<file path="src/core/eict_pkg.sv">
// package: encodings, table figures and the request/answer carriers of the timing model
package eict_pkg;

    // addressing modes
    typedef enum logic [2:0] {
        EICT_AM_REG      = 3'h0,
        EICT_AM_INDIR    = 3'h1,
        EICT_AM_AUTOINC  = 3'h2,
        EICT_AM_IMM      = 3'h3,
        EICT_AM_INDEXED  = 3'h4,
        EICT_AM_SYMBOLIC = 3'h5,
        EICT_AM_ABSOLUTE = 3'h6,
        EICT_AM_PC       = 3'h7
    } eict_mode_t;

    // instruction classes
    typedef enum logic [3:0] {
        EICT_OP_MULTI_SHIFT   = 4'h0,
        EICT_OP_MULTI_PUSHPOP = 4'h1,
        EICT_OP_WIDE_CALL     = 4'h2,
        EICT_OP_EXT_ROTATE    = 4'h3,
        EICT_OP_EXT_PUSH      = 4'h4,
        EICT_OP_EXT_POP       = 4'h5,
        EICT_OP_DOUBLE        = 4'h6
    } eict_class_t;

    // operation flavour for the double-operand reductions
    typedef enum logic [1:0] {
        EICT_FL_OTHER   = 2'h0,
        EICT_FL_NOWRITE = 2'h1,
        EICT_FL_ADDSUB  = 2'h2
    } eict_flavour_t;

    localparam int EICT_CW = 8;
    localparam int EICT_LW = 3;
    localparam int EICT_NW = 5;

    typedef struct packed {
        eict_class_t       opClass;
        eict_mode_t        srcMode;
        eict_mode_t        dstMode;
        logic              wide;
        logic              spBase;
        logic              isRepeat;
        eict_flavour_t     flavour;
        logic [EICT_NW-1:0] count;
    } eict_req_t;

    typedef struct packed {
        logic [EICT_CW-1:0] cycles;
        logic [EICT_LW-1:0] words;
        logic               legal;
    } eict_ans_t;

    // lengths in words
    localparam logic [EICT_LW-1:0] EICT_LEN_1 = 3'h1;
    localparam logic [EICT_LW-1:0] EICT_LEN_2 = 3'h2;
    localparam logic [EICT_LW-1:0] EICT_LEN_3 = 3'h3;
    localparam logic [EICT_LW-1:0] EICT_LEN_4 = 3'h4;

    // fixed cycle figures
    localparam logic [EICT_CW-1:0] EICT_CY_1  = 8'h01;
    localparam logic [EICT_CW-1:0] EICT_CY_2  = 8'h02;
    localparam logic [EICT_CW-1:0] EICT_CY_3  = 8'h03;
    localparam logic [EICT_CW-1:0] EICT_CY_4  = 8'h04;
    localparam logic [EICT_CW-1:0] EICT_CY_5  = 8'h05;
    localparam logic [EICT_CW-1:0] EICT_CY_6  = 8'h06;
    localparam logic [EICT_CW-1:0] EICT_CY_7  = 8'h07;
    localparam logic [EICT_CW-1:0] EICT_CY_8  = 8'h08;
    localparam logic [EICT_CW-1:0] EICT_CY_9  = 8'h09;
    localparam logic [EICT_CW-1:0] EICT_CY_10 = 8'h0A;

    localparam eict_ans_t EICT_ANS_RST = '{cycles: 8'h00, words: 3'h0, legal: 1'b0};

endpackage : eict_pkg

</file>
<file path="src/core/eict_double_table.sv">
// double-operand table lookup with operation reductions
`timescale 1ns/1ps
module eict_double_table (
    // request
    input  eict_pkg::eict_req_t req,
    // answer
    output eict_pkg::eict_ans_t ans
);
    import eict_pkg::*;

    logic               dReg;
    logic               dPc;
    logic               srcInd;
    logic               srcMem;
    logic [EICT_CW-1:0] cnt;

    always_comb
    begin
        dReg   = (req.dstMode == EICT_AM_REG);
        dPc    = (req.dstMode == EICT_AM_PC);
        srcInd = (req.srcMode == EICT_AM_INDIR) || (req.srcMode == EICT_AM_AUTOINC);
        srcMem = (req.srcMode == EICT_AM_INDEXED) || (req.srcMode == EICT_AM_SYMBOLIC)
                 || (req.srcMode == EICT_AM_ABSOLUTE);
        cnt    = {{(EICT_CW-EICT_NW){1'b0}}, req.count};
        ans    = EICT_ANS_RST;
        // register, pc and memory destinations; immediate or indirect destinations are illegal
        ans.legal = (req.opClass == EICT_OP_DOUBLE) && (req.srcMode != EICT_AM_PC)
                    && (dReg || dPc || req.dstMode == EICT_AM_INDEXED
                        || req.dstMode == EICT_AM_SYMBOLIC || req.dstMode == EICT_AM_ABSOLUTE);
        if (req.srcMode == EICT_AM_REG)
        begin
            ans.cycles = dReg ? EICT_CY_2 : dPc ? EICT_CY_4
                       : (req.wide ? EICT_CY_7 : EICT_CY_5);
            ans.words  = (dReg || dPc) ? EICT_LEN_2 : EICT_LEN_3;
        end
        else if (srcInd)
        begin
            ans.cycles = dReg ? (req.wide ? EICT_CY_4 : EICT_CY_3)
                       : dPc ? (req.wide ? EICT_CY_6 : EICT_CY_5)
                       : (req.wide ? EICT_CY_9 : EICT_CY_6);
            ans.words  = (dReg || dPc) ? EICT_LEN_2 : EICT_LEN_3;
        end
        else if (req.srcMode == EICT_AM_IMM)
        begin
            ans.cycles = dReg ? EICT_CY_3 : dPc ? EICT_CY_4
                       : (req.wide ? EICT_CY_8 : EICT_CY_6);
            ans.words  = (dReg || dPc) ? EICT_LEN_3 : EICT_LEN_4;
        end
        else
        begin
            ans.cycles = dReg ? (req.wide ? EICT_CY_5 : EICT_CY_4)
                       : dPc ? (req.wide ? EICT_CY_7 : EICT_CY_6)
                       : (req.wide ? EICT_CY_10 : EICT_CY_7);
            ans.words  = (dReg || dPc) ? EICT_LEN_3 : EICT_LEN_4;
        end
        if (!dReg && !dPc && req.flavour == EICT_FL_NOWRITE)
            ans.cycles = ans.cycles - (req.wide ? EICT_CY_2 : EICT_CY_1);
        if (dPc && (srcMem || req.srcMode == EICT_AM_IMM)
            && (req.flavour == EICT_FL_ADDSUB || req.flavour == EICT_FL_NOWRITE))
            ans.cycles = ans.cycles - EICT_CY_1;
        if (req.isRepeat && req.srcMode == EICT_AM_REG && dReg)
            ans.cycles = cnt + EICT_CY_1;
    end

endmodule : eict_double_table

</file>
<file path="src/core/eict_single_table.sv">
// single-operand table lookup
`timescale 1ns/1ps
module eict_single_table (
    // request
    input  eict_pkg::eict_req_t req,
    // answer
    output eict_pkg::eict_ans_t ans
);
    import eict_pkg::*;

    logic [EICT_CW-1:0] cnt;
    logic               isReg;
    logic               isInd;
    logic               isMem;

    always_comb
    begin
        cnt   = {{(EICT_CW-EICT_NW){1'b0}}, req.count};
        isReg = (req.srcMode == EICT_AM_REG);
        isInd = (req.srcMode == EICT_AM_INDIR) || (req.srcMode == EICT_AM_AUTOINC);
        isMem = (req.srcMode == EICT_AM_INDEXED) || (req.srcMode == EICT_AM_SYMBOLIC)
                || (req.srcMode == EICT_AM_ABSOLUTE);
        ans   = EICT_ANS_RST;
        unique case (req.opClass)
            EICT_OP_MULTI_SHIFT:
            begin
                ans.legal  = isReg;
                ans.cycles = cnt;
                ans.words  = EICT_LEN_1;
            end
            EICT_OP_MULTI_PUSHPOP:
            begin
                ans.legal  = isReg;
                ans.cycles = req.wide ? (EICT_CY_2 + (cnt << 1)) : (EICT_CY_2 + cnt);
                ans.words  = EICT_LEN_1;
            end
            EICT_OP_WIDE_CALL:
            begin
                ans.legal = isReg || isInd || isMem || (req.srcMode == EICT_AM_IMM);
                if (isReg)
                begin
                    ans.cycles = EICT_CY_5;
                    ans.words  = EICT_LEN_1;
                end
                else if (isInd)
                begin
                    ans.cycles = EICT_CY_6;
                    ans.words  = EICT_LEN_1;
                end
                else if (req.srcMode == EICT_AM_INDEXED)
                begin
                    ans.cycles = req.spBase ? EICT_CY_6 : EICT_CY_5;
                    ans.words  = EICT_LEN_2;
                end
                else
                begin
                    ans.cycles = (req.srcMode == EICT_AM_IMM) ? EICT_CY_5 : EICT_CY_7;
                    ans.words  = EICT_LEN_2;
                end
            end
            EICT_OP_EXT_ROTATE:
            begin
                ans.legal = isReg || isInd || isMem;
                if (isReg)
                begin
                    ans.cycles = EICT_CY_1 + cnt;
                    ans.words  = EICT_LEN_2;
                end
                else if (isInd)
                begin
                    ans.cycles = req.wide ? EICT_CY_6 : EICT_CY_4;
                    ans.words  = EICT_LEN_2;
                end
                else
                begin
                    ans.cycles = req.wide ? EICT_CY_7 : EICT_CY_5;
                    ans.words  = EICT_LEN_3;
                end
            end
            EICT_OP_EXT_PUSH:
            begin
                ans.legal = (req.srcMode != EICT_AM_PC);
                if (!req.wide)
                begin
                    // every memory mode pays the extra fetch, not only indexed
                    ans.cycles = isMem ? EICT_CY_5 : EICT_CY_4;
                    ans.words  = (isReg || isInd) ? EICT_LEN_2 : EICT_LEN_3;
                end
                else if (isReg || req.srcMode == EICT_AM_IMM)
                begin
                    ans.cycles = EICT_CY_5;
                    ans.words  = isReg ? EICT_LEN_2 : EICT_LEN_3;
                end
                else
                begin
                    ans.cycles = isInd ? EICT_CY_6 : EICT_CY_7;
                    ans.words  = isInd ? EICT_LEN_2 : EICT_LEN_3;
                end
                if (req.srcMode == EICT_AM_INDEXED && req.spBase)
                    ans.cycles = ans.cycles + EICT_CY_1;
            end
            EICT_OP_EXT_POP:
            begin
                ans.legal = isReg || isMem;
                if (isReg)
                begin
                    ans.cycles = req.wide ? EICT_CY_4 : EICT_CY_3;
                    ans.words  = EICT_LEN_2;
                end
                else
                begin
                    ans.cycles = req.wide ? EICT_CY_7 : EICT_CY_5;
                    ans.words  = EICT_LEN_3;
                end
            end
            default:
            begin
                ans = EICT_ANS_RST;
            end
        endcase
    end

endmodule : eict_single_table

</file>
<file path="src/core/eict_timing.sv">
// extended instruction cycle and length model, registered answer
`timescale 1ns/1ps
module eict_timing (
    // clock and reset
    input  logic                clk_sys,
    input  logic                srst,
    // request
    input  logic                reqValid,
    input  eict_pkg::eict_req_t req,
    // answer
    output logic                ansValid_ff,
    output eict_pkg::eict_ans_t ans_ff
);
    import eict_pkg::*;

    eict_ans_t singleAns;
    eict_ans_t doubleAns;
    eict_ans_t nxt_ans;
    logic      nxt_ansValid;

    eict_single_table u_single (
        .req (req),
        .ans (singleAns)
    );

    eict_double_table u_double (
        .req (req),
        .ans (doubleAns)
    );

    // answer depends on class, modes, wide, spBase, isRepeat and count; the flavour only trims counts
    always_comb
    begin
        nxt_ansValid = reqValid;
        nxt_ans      = ans_ff;
        if (reqValid)
            nxt_ans = (req.opClass == EICT_OP_DOUBLE) ? doubleAns : singleAns;
    end

    // one-cycle latency keeps the outputs glitch free for the sequencer
    always_ff @(posedge clk_sys)
    begin
        if (srst)
        begin
            ansValid_ff <= 1'b0;
            ans_ff      <= EICT_ANS_RST;
        end
        else
        begin
            ansValid_ff <= nxt_ansValid;
            ans_ff      <= nxt_ans;
        end
    end

endmodule : eict_timing

</file>
<file path="config.mk">
export PLATFORM = sky130hd
export DESIGN_NAME = eict_timing
export DESIGN_NICKNAME = d
export VERILOG_FILES = /design/src/core/eict_pkg.sv /design/src/core/eict_double_table.sv /design/src/core/eict_single_table.sv /design/src/core/eict_timing.sv
export SDC_FILE = /design/constraint.sdc
export NUM_CORES = 1
export LEC_CHECK = 0
export BUFFER_PORTS_ARGS = -buffer_cell sky130_fd_sc_hd__buf_2
export CORE_MARGIN = 2
export CORE_UTILIZATION = 55
export CTS_BUF_LIST = sky130_fd_sc_hd__clkbuf_4 sky130_fd_sc_hd__clkbuf_8 sky130_fd_sc_hd__clkbuf_16
export DETAILED_ROUTE_END_ITERATION = 6
export PLACE_DENSITY = 0.8
export SYNTH_ARGS = -nofsm -noshare
export SYNTH_HDL_FRONTEND = slang
export SYNTH_SLANG_ARGS = --single-unit
</file>
<file path="constraint.sdc">
create_clock -name clk_sys -period 6.1 [get_ports clk_sys]
set_input_delay 1.22 -clock clk_sys [delete_from_list [all_inputs] [get_ports clk_sys]]
set_output_delay 1.22 -clock clk_sys [all_outputs]
set_load 0.005 [all_outputs]
</file>
== Word level (Yosys, flattened, before mapping) ==
Index checks and enable logic that the tools add are counted.
W data, S select, Z words.
Storage, ports and cells
  register bits: 13
  bits in latches: 0
  RAM bits: 0
  bits in read-only memories: 0
  bits of input ports: 23
  output and inout bits: 13
  word-level logic and storage cells: 103
  memories: 0
Operators by class
  add/subtract/negate cells: 6
  multipliers: 0
  div/mod/pow operators: 0
  magnitude comparators: 0
  eq/ne operators: 19
  shift operators: 0
  mux-type cells: 46
  bitwise operators: 0
  reductions and logical operators: 28
Operator list (count)
  $mux W11: 12
  $mux W8: 12
  $pmux W12 S6: 1
  $eq A3 B3 Y1 const B: 7
  $logic_or A1 B1 Y1: 14
  $mux W2: 7
  $eq A4 B3 Y1 const B: 3
  $mux W12: 1
  $mux W4: 3
  $logic_and A1 B1 Y1: 9
  $add A8 B1 Y8 const B: 1
  $eq A4 B2 Y1 const B: 2
  $mux W1: 8
  $sub A8 B1 Y8 const B: 1
  $sub A8 B8 Y8: 1
  $add A2 B6 Y7 const A: 1
  $add A2 B5 Y6 const A: 1
  $add A5 B1 Y6 const B: 1
  $eq A3 B2 Y1 const B: 2
  $logic_not A3 Y1: 2
  $mux W3: 2
  $eq A4 B1 Y1 const B: 1
  $logic_not A4 Y1: 1
  $eq A3 B1 Y1 const B: 1
  other kinds (4): 5

== Longest topological paths before layout ==
Gate-level depths: netlist of run 1.
  depth after elaboration: 12
  depth in mapped cells: 15
  gate-level depth less buffers: 14

== Cells and area by module ==
A second synthesis of run 1 with hierarchy kept.
Unflattened totals
  cell total of the unflattened synthesis: 271
  area total of the unflattened synthesis: 1968.1 um^2
By module, submodules not included
  eict_single_table: instances 1, cells each 107, area an instance 744.5 um^2, seq. area each 0.0 um^2
  eict_double_table: instances 1, cells each 94, area an instance 663.1 um^2, seq. area each 0.0 um^2
  eict_timing: instances 1, cells each 70, area an instance 560.5 um^2, seq. area each 260.2 um^2

== Least setup slack after synthesis of run 1 ==
OpenSTA, ideal clock, no wires.
  kind: in2reg
  start point: input req[9] (netlist name)
  end point: register ans_ff[5] (netlist name)
  library setup time: 91 ps
  data arrival time: 4000 ps
  required time: 6009 ps
  setup slack: 2009 ps
  stages: 14
  path buffers: 1
  cell sequence: buf_2 inv_1 ha_1 nand3b_1 o21ai_0 a311oi_2 ha_1 fa_1 nor2_1 a21oi_1 ha_1 nor4_1 o21ai_0 a311oi_1
On the way
  word-level cells in the longest chain between the ends: 12
  elaborated cells between the ends (all ways): 36
  those cells by class: add/sub: 3; mux: 33
RTL lines
  from (decl): line eict_timing.sv:9  | input eict_pkg::eict_req_t req,
  $mux W4 (tied with other cells): line eict_double_table.sv:53  | : (req.wide ? EICT_CY_10 : EICT_CY_7);
  $mux W8, on equally long branches: line eict_double_table.sv:52, eict_double_table.sv:45
  $mux W8, on equally long branches: line eict_double_table.sv:51, eict_double_table.sv:45
  $mux W11: line eict_double_table.sv:43  | else if (req.srcMode == EICT_AM_IMM)
  $mux W11: line eict_double_table.sv:36  | else if (srcInd)
  $mux W11: line eict_double_table.sv:30  | if (req.srcMode == EICT_AM_REG)
  $sub A8 B8 Y8: line eict_double_table.sv:57  | ans.cycles = ans.cycles - (req.wide ? EICT_CY_2 : EICT_CY_1);
  $mux W8: line eict_double_table.sv:56  | if (!dReg && !dPc && req.flavour == EICT_FL_NOWRITE)
  $sub A8 B1 Y8: line eict_double_table.sv:60  | ans.cycles = ans.cycles - EICT_CY_1;
  $mux W8: line eict_double_table.sv:58  | if (dPc && (srcMem || req.srcMode == EICT_AM_IMM)
  $mux W8: line eict_double_table.sv:61  | if (req.isRepeat && req.srcMode == EICT_AM_REG && dReg)
  $mux W12 (*): line eict_timing.sv:37  | nxt_ans = (req.opClass == EICT_OP_DOUBLE) ? doubleAns : singleAns;
  to (signal assigned): line eict_timing.sv:51  | ans_ff <= nxt_ans;
  to (decl): line eict_timing.sv:12  | output eict_pkg::eict_ans_t ans_ff
Every way passes the cells marked *; elsewhere a longest branch is shown, timed or not. The select of a mux whose other input is x is not followed.
A chain may end at the register's enable or synchronous reset.

== Final worst setup path of run 1 ==
Ends and elaborated chain as after synthesis.

==> flow_summary.json, run 1 <==
{
  "run_status": "completed",
  "clk_pin_slew_worst_paths_ps": 80,
  "netlist.area_leader.share_pct": 15.11,
  "syn_avg_cell_area_um2": 6.975,
  "netlist_top_cells_area": "dfxtp_1 15%, ha_1 10%, a21oi_1 6.7%, nor2_1 6.5%, nand2_1 5.2%",
  "final_antenna_net_count": 0,
  "power_leakage_nw": 0.7924,
  "die_area_um2": 3596,
  "clockRootBuffer": "clkbuf_4",
  "min_path_type": "flip-flop to flip-flop",
  "io_buffers": 35,
  "drc": 0,
  "routedWlPerCell_um": 14.70,
  "critPathBufInv": 2,
  "ys_ff_latch": 13,
  "synth_edf_count": 0,
  "worstSetupEndpointType": "flip-flop",
  "crit_chain": "buf_2 > inv_1 > ha_1 > nand3b_1 > o21ai_0 > a311oi_2 > ha_1 > fa_1 > nor2_1 > a21oi_1 > ha_1 > nor4_1 > o21ai_0 > a311oi_1",
  "hold_viol_final": 0,
  "final_area_um2": 1907,
  "cp_max_fo": 20,
  "cts-htree-levels": 1,
  "diodes": 0,
  "peakVddDrop_v": 0.00005607,
  "rsz0062_at_grt": "false",
  "critPathRequiredTime_ps": 6290,
  "cts_buffer_depth": 2,
  "drive_above_1_share_pct": 17.10,
  "ys_types": 53,
  "max_slew_margin_pct": 37.96,
  "final.min_clock_period_ps": 4382,
  "clock_skew_ps": 0,
  "wl_um": 4600,
  "slowest_delay_ps": 410,
  "die_w_um": 59.97,
  "postPlaceCellArea_um2": 1877,
  "cts.hold.buffers_added": 0,
  "grt_max_degree": 24,
  "synth.net_count": 285,
  "async_flop_share_pct": 0,
  "area_growth_syn_to_layout_pct": 10.68,
  "vias": 1927,
  "fin_crit_sh_pct": 71.84,
  "holdWs_ps": 477.9,
  "cts.sinks": 13,
  "start_util_pct": 56.90,
  "final_max_slew_viol_count": 0,
  "postCtsSetupBuffers": 0,
  "pin_count": 36,
  "yosys.area.top_type": "dfxtp_1",
  "rows": 20,
  "clock_latency_ps": 270,
  "start_kind": "primary input",
  "grt_use_total_pct": 28.57,
  "crit_family": "adder cells",
  "drt-initial-drc-count": 126,
  "crit_arrival_ps": 4580,
  "seq_area_frac_synth_pct": 15.11,
  "fin_util_pct": 62.98,
  "crit_slowest_cell": "fa_1",
  "antenna_found_initial": 0,
  "cts_tree": "built",
  "die_height_um": 59.97,
  "worst_pin_slew_ps": 923.5,
  "setup_viol": 0,
  "tns_ps": 0,
  "grt_pass1_vias": 1713,
  "grt_pass1_wl_um": 7900,
  "cap_viol_max_count": 0,
  "first_pass_iters": 4,
  "post_cts_resized": 0,
  "place_hpwl_um": 3520,
  "worst_path_most_repeated_cell": "ha_1",
  "yosysWarnings": 0,
  "pwr_density_cell_nw_per_um2": 135.5,
  "viasPerCell": 6.157,
  "coreArea_um2": 3028,
  "mappedNetlistArea_um2": 1723,
  "finalNetCount": 308,
  "overflow": 0,
  "place_congestion": 0.9338,
  "max_freq_ghz": 0.2282,
  "synth_flop_cell": "dfxtp_1",
  "syn-instance-count": 247,
  "numCtsBuffers": 3,
  "crit_type": "primary input to flip-flop"
}
==> layer usage <==
metal / GRT usage [%] / share of wire (%)
met2: 44.25 / 45
met5: 0 / 0
met3: 2.814 / 7.1
met4: 11.11 / 2.5
met1: 40.39 / 45
==> through the flow <==
| stage | setup slack (ps) | power, mW | cells |
|---|---|---|---|
| 6_report | 1718 | 0.2583 | 313 |
| 3_3_place_gp | 1560 | 0.1993 | 309 |
| 2_1_floorplan | 2009 | 0.1704 | 247 |
| 4_1_cts | 1747 | 0.2577 | 313 |
| 5_1_grt | 1455 | 0.2791 | 313 |
| 3_5_place_dp | 1457 | 0.2013 | 309 |
==> worst paths after layout <==
path / from / endpoint / slack (ps) / cells past startpoint
worst max register to register: ans_ff[4] / ans_ff[4] / 5200 / 5
worst max-delay path: req[9] / ans_ff[5] / 1720 / 14
worst min register to register: ans_ff[2] / ans_ff[2] / 480 / 2
worst min-delay path: ans_ff[2] / ans_ff[2] / 480 / 2
==> cells in the mapped netlist (4+ instances only) <==
cell,number
nand2_1,24
mux2i_1,6
inv_1,5
a21oi_1,23
a211oi_1,5
nor2b_1,7
nor2_1,30
o21ai_0,14
xor2_1,4
ha_1,14
dfxtp_1,13
nand2b_1,7
nor3_1,12
clkbuf_1,10
a31oi_1,4
buf_2,4
nand3_1,10
==> flip-flops by register name, summed over array words and instances (netlist names) <==
| name | flops |
|---|---|
| ans_ff | 12 |
| ansValid_ff | 1 |
==> final cells by class <==
| class | count | area, um2 |
|---|---|---|
| clock buffer | 4 | 30.03 |
| fill | 290 | 1121 |
| inverter | 6 | 22.52 |
| multi-input combinational | 211 | 1364 |
| sequential | 13 | 260.3 |
| tap | 44 | 55.05 |
| timing repair buffer | 35 | 175.2 |
==> worst reg2reg max path, stage by stage, from the launching register on <==
cell     delay [ps]
dfxtp_1         330
nor2_1           40
nor2_1          150
nand3_1          90
a21oi_1         130
a22o_1          130
==> cell families (layout without fill, tap and decap cells) <==
group	after synthesis	count (layout)	synth area share, %
AND/OR/NAND/NOR	106	106	29.99
XOR/XNOR	7	7	3.559
buffers and inverters	23	45	5.737
AO/OA/AOI/OAI	76	76	30.14
flip-flops	13	13	15.11
adder cells (fa/ha/maj)	15	15	11.33
multiplexers	7	7	4.140
==> power breakdown <==
group          internal (mW)  switching (mW)
registers             0.0891         0.00177
logic                 0.0432          0.0672
clock network         0.0298          0.0273
==> placed cells by master (no fill, tap or decap), drive strengths merged, types with 2 or more instances in the layout <==
cell / count
a211oi: 6
a21o: 2
a21oi: 23
a22o: 2
a22oi: 2
a311oi: 4
a31oi: 4
a32oi: 2
and2: 2
and3: 2
buf: 35
clkbuf: 4
dfxtp: 13
ha: 14
inv: 5
mux2i: 6
nand2: 24
nand2b: 7
nand3: 10
nand4: 2
nor2: 30
nor2b: 7
nor3: 12
nor3b: 2
o21a: 2
o21ai: 14
o221ai: 4
o22ai: 2
o311ai: 2
or4: 2
xnor2: 3
xor2: 4
Power figures use the tool's default switching activity.
==> inputs of run 2 (changes only) <==
--- a/config.mk
+++ b/config.mk
@@ -5,12 +5,13 @@
 export SDC_FILE = /design/constraint.sdc
 export NUM_CORES = 1
 export LEC_CHECK = 0
+export ABC_AREA = 1
 export BUFFER_PORTS_ARGS = -buffer_cell sky130_fd_sc_hd__buf_2
 export CORE_MARGIN = 2
 export CORE_UTILIZATION = 55
 export CTS_BUF_LIST = sky130_fd_sc_hd__clkbuf_4 sky130_fd_sc_hd__clkbuf_8 sky130_fd_sc_hd__clkbuf_16
 export DETAILED_ROUTE_END_ITERATION = 6
-export PLACE_DENSITY = 0.8
+export PLACE_DENSITY = 0.81
 export SYNTH_ARGS = -nofsm -noshare
 export SYNTH_HDL_FRONTEND = slang
 export SYNTH_SLANG_ARGS = --single-unit
==> constraint.sdc (replaced) <==
create_clock -name clk_sys -period 4.5 [get_ports clk_sys]
set_input_delay 0.9 -clock clk_sys [delete_from_list [all_inputs] [get_ports clk_sys]]
set_output_delay 0.9 -clock clk_sys [all_outputs]
set_load 0.005 [all_outputs]
==> run 2 against run 1 <==
  * The run now ends with DRC left
  * Clock power rose by 36%
  * Non-clock buffer count rose by 1
  * Sequential cell count unchanged
  * Die area decreased by 3.5%
  * Synthesized cell count grew 6.1%
  * Clock skew unchanged
  * Largest cell class unchanged
==> flow_summary.json, run 2 <==
{
  "run_status": "finished with violations",
  "violations": "DRC",
  "intPower_mw": 0.2139,
  "rows": 19,
  "start_util_pct": 59.14,
  "clock_skew_ps": 0,
  "final_cell_mix": "37 x nand2_1, 35 x buf_2, 34 x inv_1, 25 x o21ai_0, 23 x nor2_1",
  "multiInputGateArea_um2": 1207,
  "tns_ps": 0,
  "first_pass_iters": 7,
  "routedWlPerCell_um": 12.31,
  "crit_chain": "buf_2 > inv_1 > ha_1 > inv_1 > nand3_1 > nand2_1 > nand2_1 > nand2_1 > inv_1 > ha_1 > fa_1 > or2_0 > nand2_2 > inv_1 > ha_1 > nand2_1 > o211ai_1 > a21oi_1",
  "combPwrFrac_pct": 41.3,
  "peakVddDrop_v": 0.0001661,
  "netlist_top_cells_area": "dfxtp_1 16%, ha_1 11%, nand2_1 8.4%, inv_1 7.7%, o21ai_0 7.5%",
  "fillerInstances": 266,
  "fin_crit_sh_pct": 73.17,
  "largest_reg_flops": 12,
  "synth_edf_count": 0,
  "place_congestion": 0.9375,
  "async_flop_share_pct": 0,
  "coreArea_um2": 2805,
  "crit_arrival_ps": 3500,
  "grt_pass1_vias": 1631,
  "place_hpwl_um": 3330,
  "clk_pin_slew_worst_paths_ps": 80,
  "postCtsSetupBuffers": 0,
  "worst_pin_slew_ps": 433.5,
  "area_growth_syn_to_layout_pct": 14.40,
  "cts_tree": "built",
  "drive_above_1_share_pct": 25.08,
  "post-synth-top-count-cell": "nand2_1",
  "die_height_um": 58.92,
  "synth_flop_cell": "dfxtp_1",
  "overflow": 0,
  "crit_slowest_cell": "fa_1",
  "clockRootBuffer": "clkbuf_4",
  "cts.hold.buffers_added": 0,
  "critPathRequiredTime_ps": 4710,
  "ys_types": 39,
  "use_met2_pct": 44.76,
  "final_max_slew_viol_count": 0,
  "diodes": 0,
  "pin_count": 36,
  "max_slew_margin_pct": 70.83,
  "final.min_clock_period_ps": 3293,
  "antenna_found_initial": 0,
  "die_w_um": 58.92,
  "yosys-top-cells-count": "37 x nand2_1, 34 x inv_1, 25 x o21ai_0",
  "worstSetupEndpointType": "flip-flop",
  "setup_viol": 0,
  "pwr_density_cell_nw_per_um2": 180.9,
  "mappedNetlistArea_um2": 1659,
  "post_cts_resized": 0,
  "p_switching_mw": 0.1294,
  "drc": 3,
  "grt_busiest_layer": "met2",
  "min_path_type": "flip-flop to flip-flop",
  "power_frac_seq_pct": 36.1,
  "clock_latency_ps": 270,
  "cts.sinks": 13,
  "numCtsBuffers": 3,
  "yosys.area.top_type": "dfxtp_1",
  "grt_util_met3_pct": 4.396,
  "p_sw_share_pct": 37.70,
  "synth.net_count": 300,
  "cts_buffer_depth": 2,
  "drt-initial-drc-count": 112,
  "final_common_cell": "nand2_1",
  "power_leakage_nw": 0.9666,
  "syn-instance-count": 262,
  "yosysWarnings": 0,
  "hold_viol_final": 0,
  "netlist.area_leader.share_pct": 15.69,
  "power_frac_clock_pct": 22.6,
  "die_area_um2": 3472,
  "finalNetCount": 338,
  "rsz0062_at_grt": "false",
  "cp_max_fo": 11,
  "crit_type": "primary input to flip-flop",
  "ys_ff_latch": 13,
  "io_buffers": 35,
  "grt_use_total_pct": 25.15,
  "final_antenna_net_count": 0,
  "cts-htree-levels": 1,
  "viasPerCell": 5.536,
  "max_freq_ghz": 0.3037,
  "ff_latch_area_um2": 260.3,
  "start_kind": "primary input",
  "slowest_delay_ps": 410,
  "seq_area_frac_synth_pct": 15.69,
  "grt_max_degree": 17,
  "wl_um": 4063,
  "syn_avg_cell_area_um2": 6.332,
  "finalPower_mw": 0.3433,
  "vias": 1827,
  "met1_usage_pct": 32.93,
  "reg.largest.list": "ans_ff (12), ansValid_ff (1)",
  "top_register": "ans_ff",
  "cap_viol_max_count": 0,
  "grt_pass1_wl_um": 6872
}
[run 2: cell families after synthesis]
kind of cell / synth area share (%)
AND/OR/NAND/NOR: 34.54
AO/OA/AOI/OAI: 24.28
buffers and inverters: 11.54
adder cells (fa/ha/maj): 11.76
flip-flops: 15.69
XOR/XNOR: 1.584
multiplexers: 0.6033
[run 2: path summary, 6_finish.rpt]
kind | to | start | slack (ps) | depth (start not counted)
setup / recovery | ans_ff[5] | req[9] | 1210 | 18
hold / removal | ans_ff[1] | ans_ff[1] | 470 | 2
setup reg to reg | ans_ff[0] | ans_ff[0] | 3820 | 2
hold reg to reg | ans_ff[1] | ans_ff[1] | 470 | 2
[run 2: area by class of cell]
type | count | share of cell area, %
Clock buffer | 4 | 1.582
Inverter | 47 | 9.427
Multi-Input combinational cell | 199 | 63.61
Sequential cell | 13 | 13.71
Tap cell | 31 | 2.044
Timing Repair Buffer | 36 | 9.624
[run 2: through the flow]
stage / cells / util (%) / hold slack (ps) / worst slack (ps) / instance area [um2]
floorplan: 262 / - / 455.7 / 810.6 / 1659
global placement: 326 / 66.59 / 449.6 / 1011 / 1868
detailed placement: 326 / 66.59 / 454.8 / 916.5 / 1868
CTS: 330 / 67.66 / 466.9 / 1226 / 1898
global route: 330 / 67.66 / 501.1 / 974.7 / 1898
finish: 330 / 67.66 / 465.7 / 1207 / 1898
[run 2: layer usage]
layer  vias to the layer above  wire length [um]
met3                         0               253
li1                        962                 -
met2                        72              1942
met1                       793              1867
met4                         0                 0
met5                         -                 0
[run 2: worst max-delay path: cells and delay by family]
family,cells,cell delay (ps)
simple gates,7,670
fa+ha+maj,4,1180
buf+inv,5,500
compound gates,2,230
[run 2: power by group through the flow]
stage	combinational [mW]	sequential [mW]	clock, mW
floorplan	0.0953	0.127	0
global placement	0.139	0.127	0
detailed placement	0.140	0.127	0
CTS	0.141	0.124	0.0799
global route	0.162	0.125	0.0857
finish	0.142	0.124	0.0777
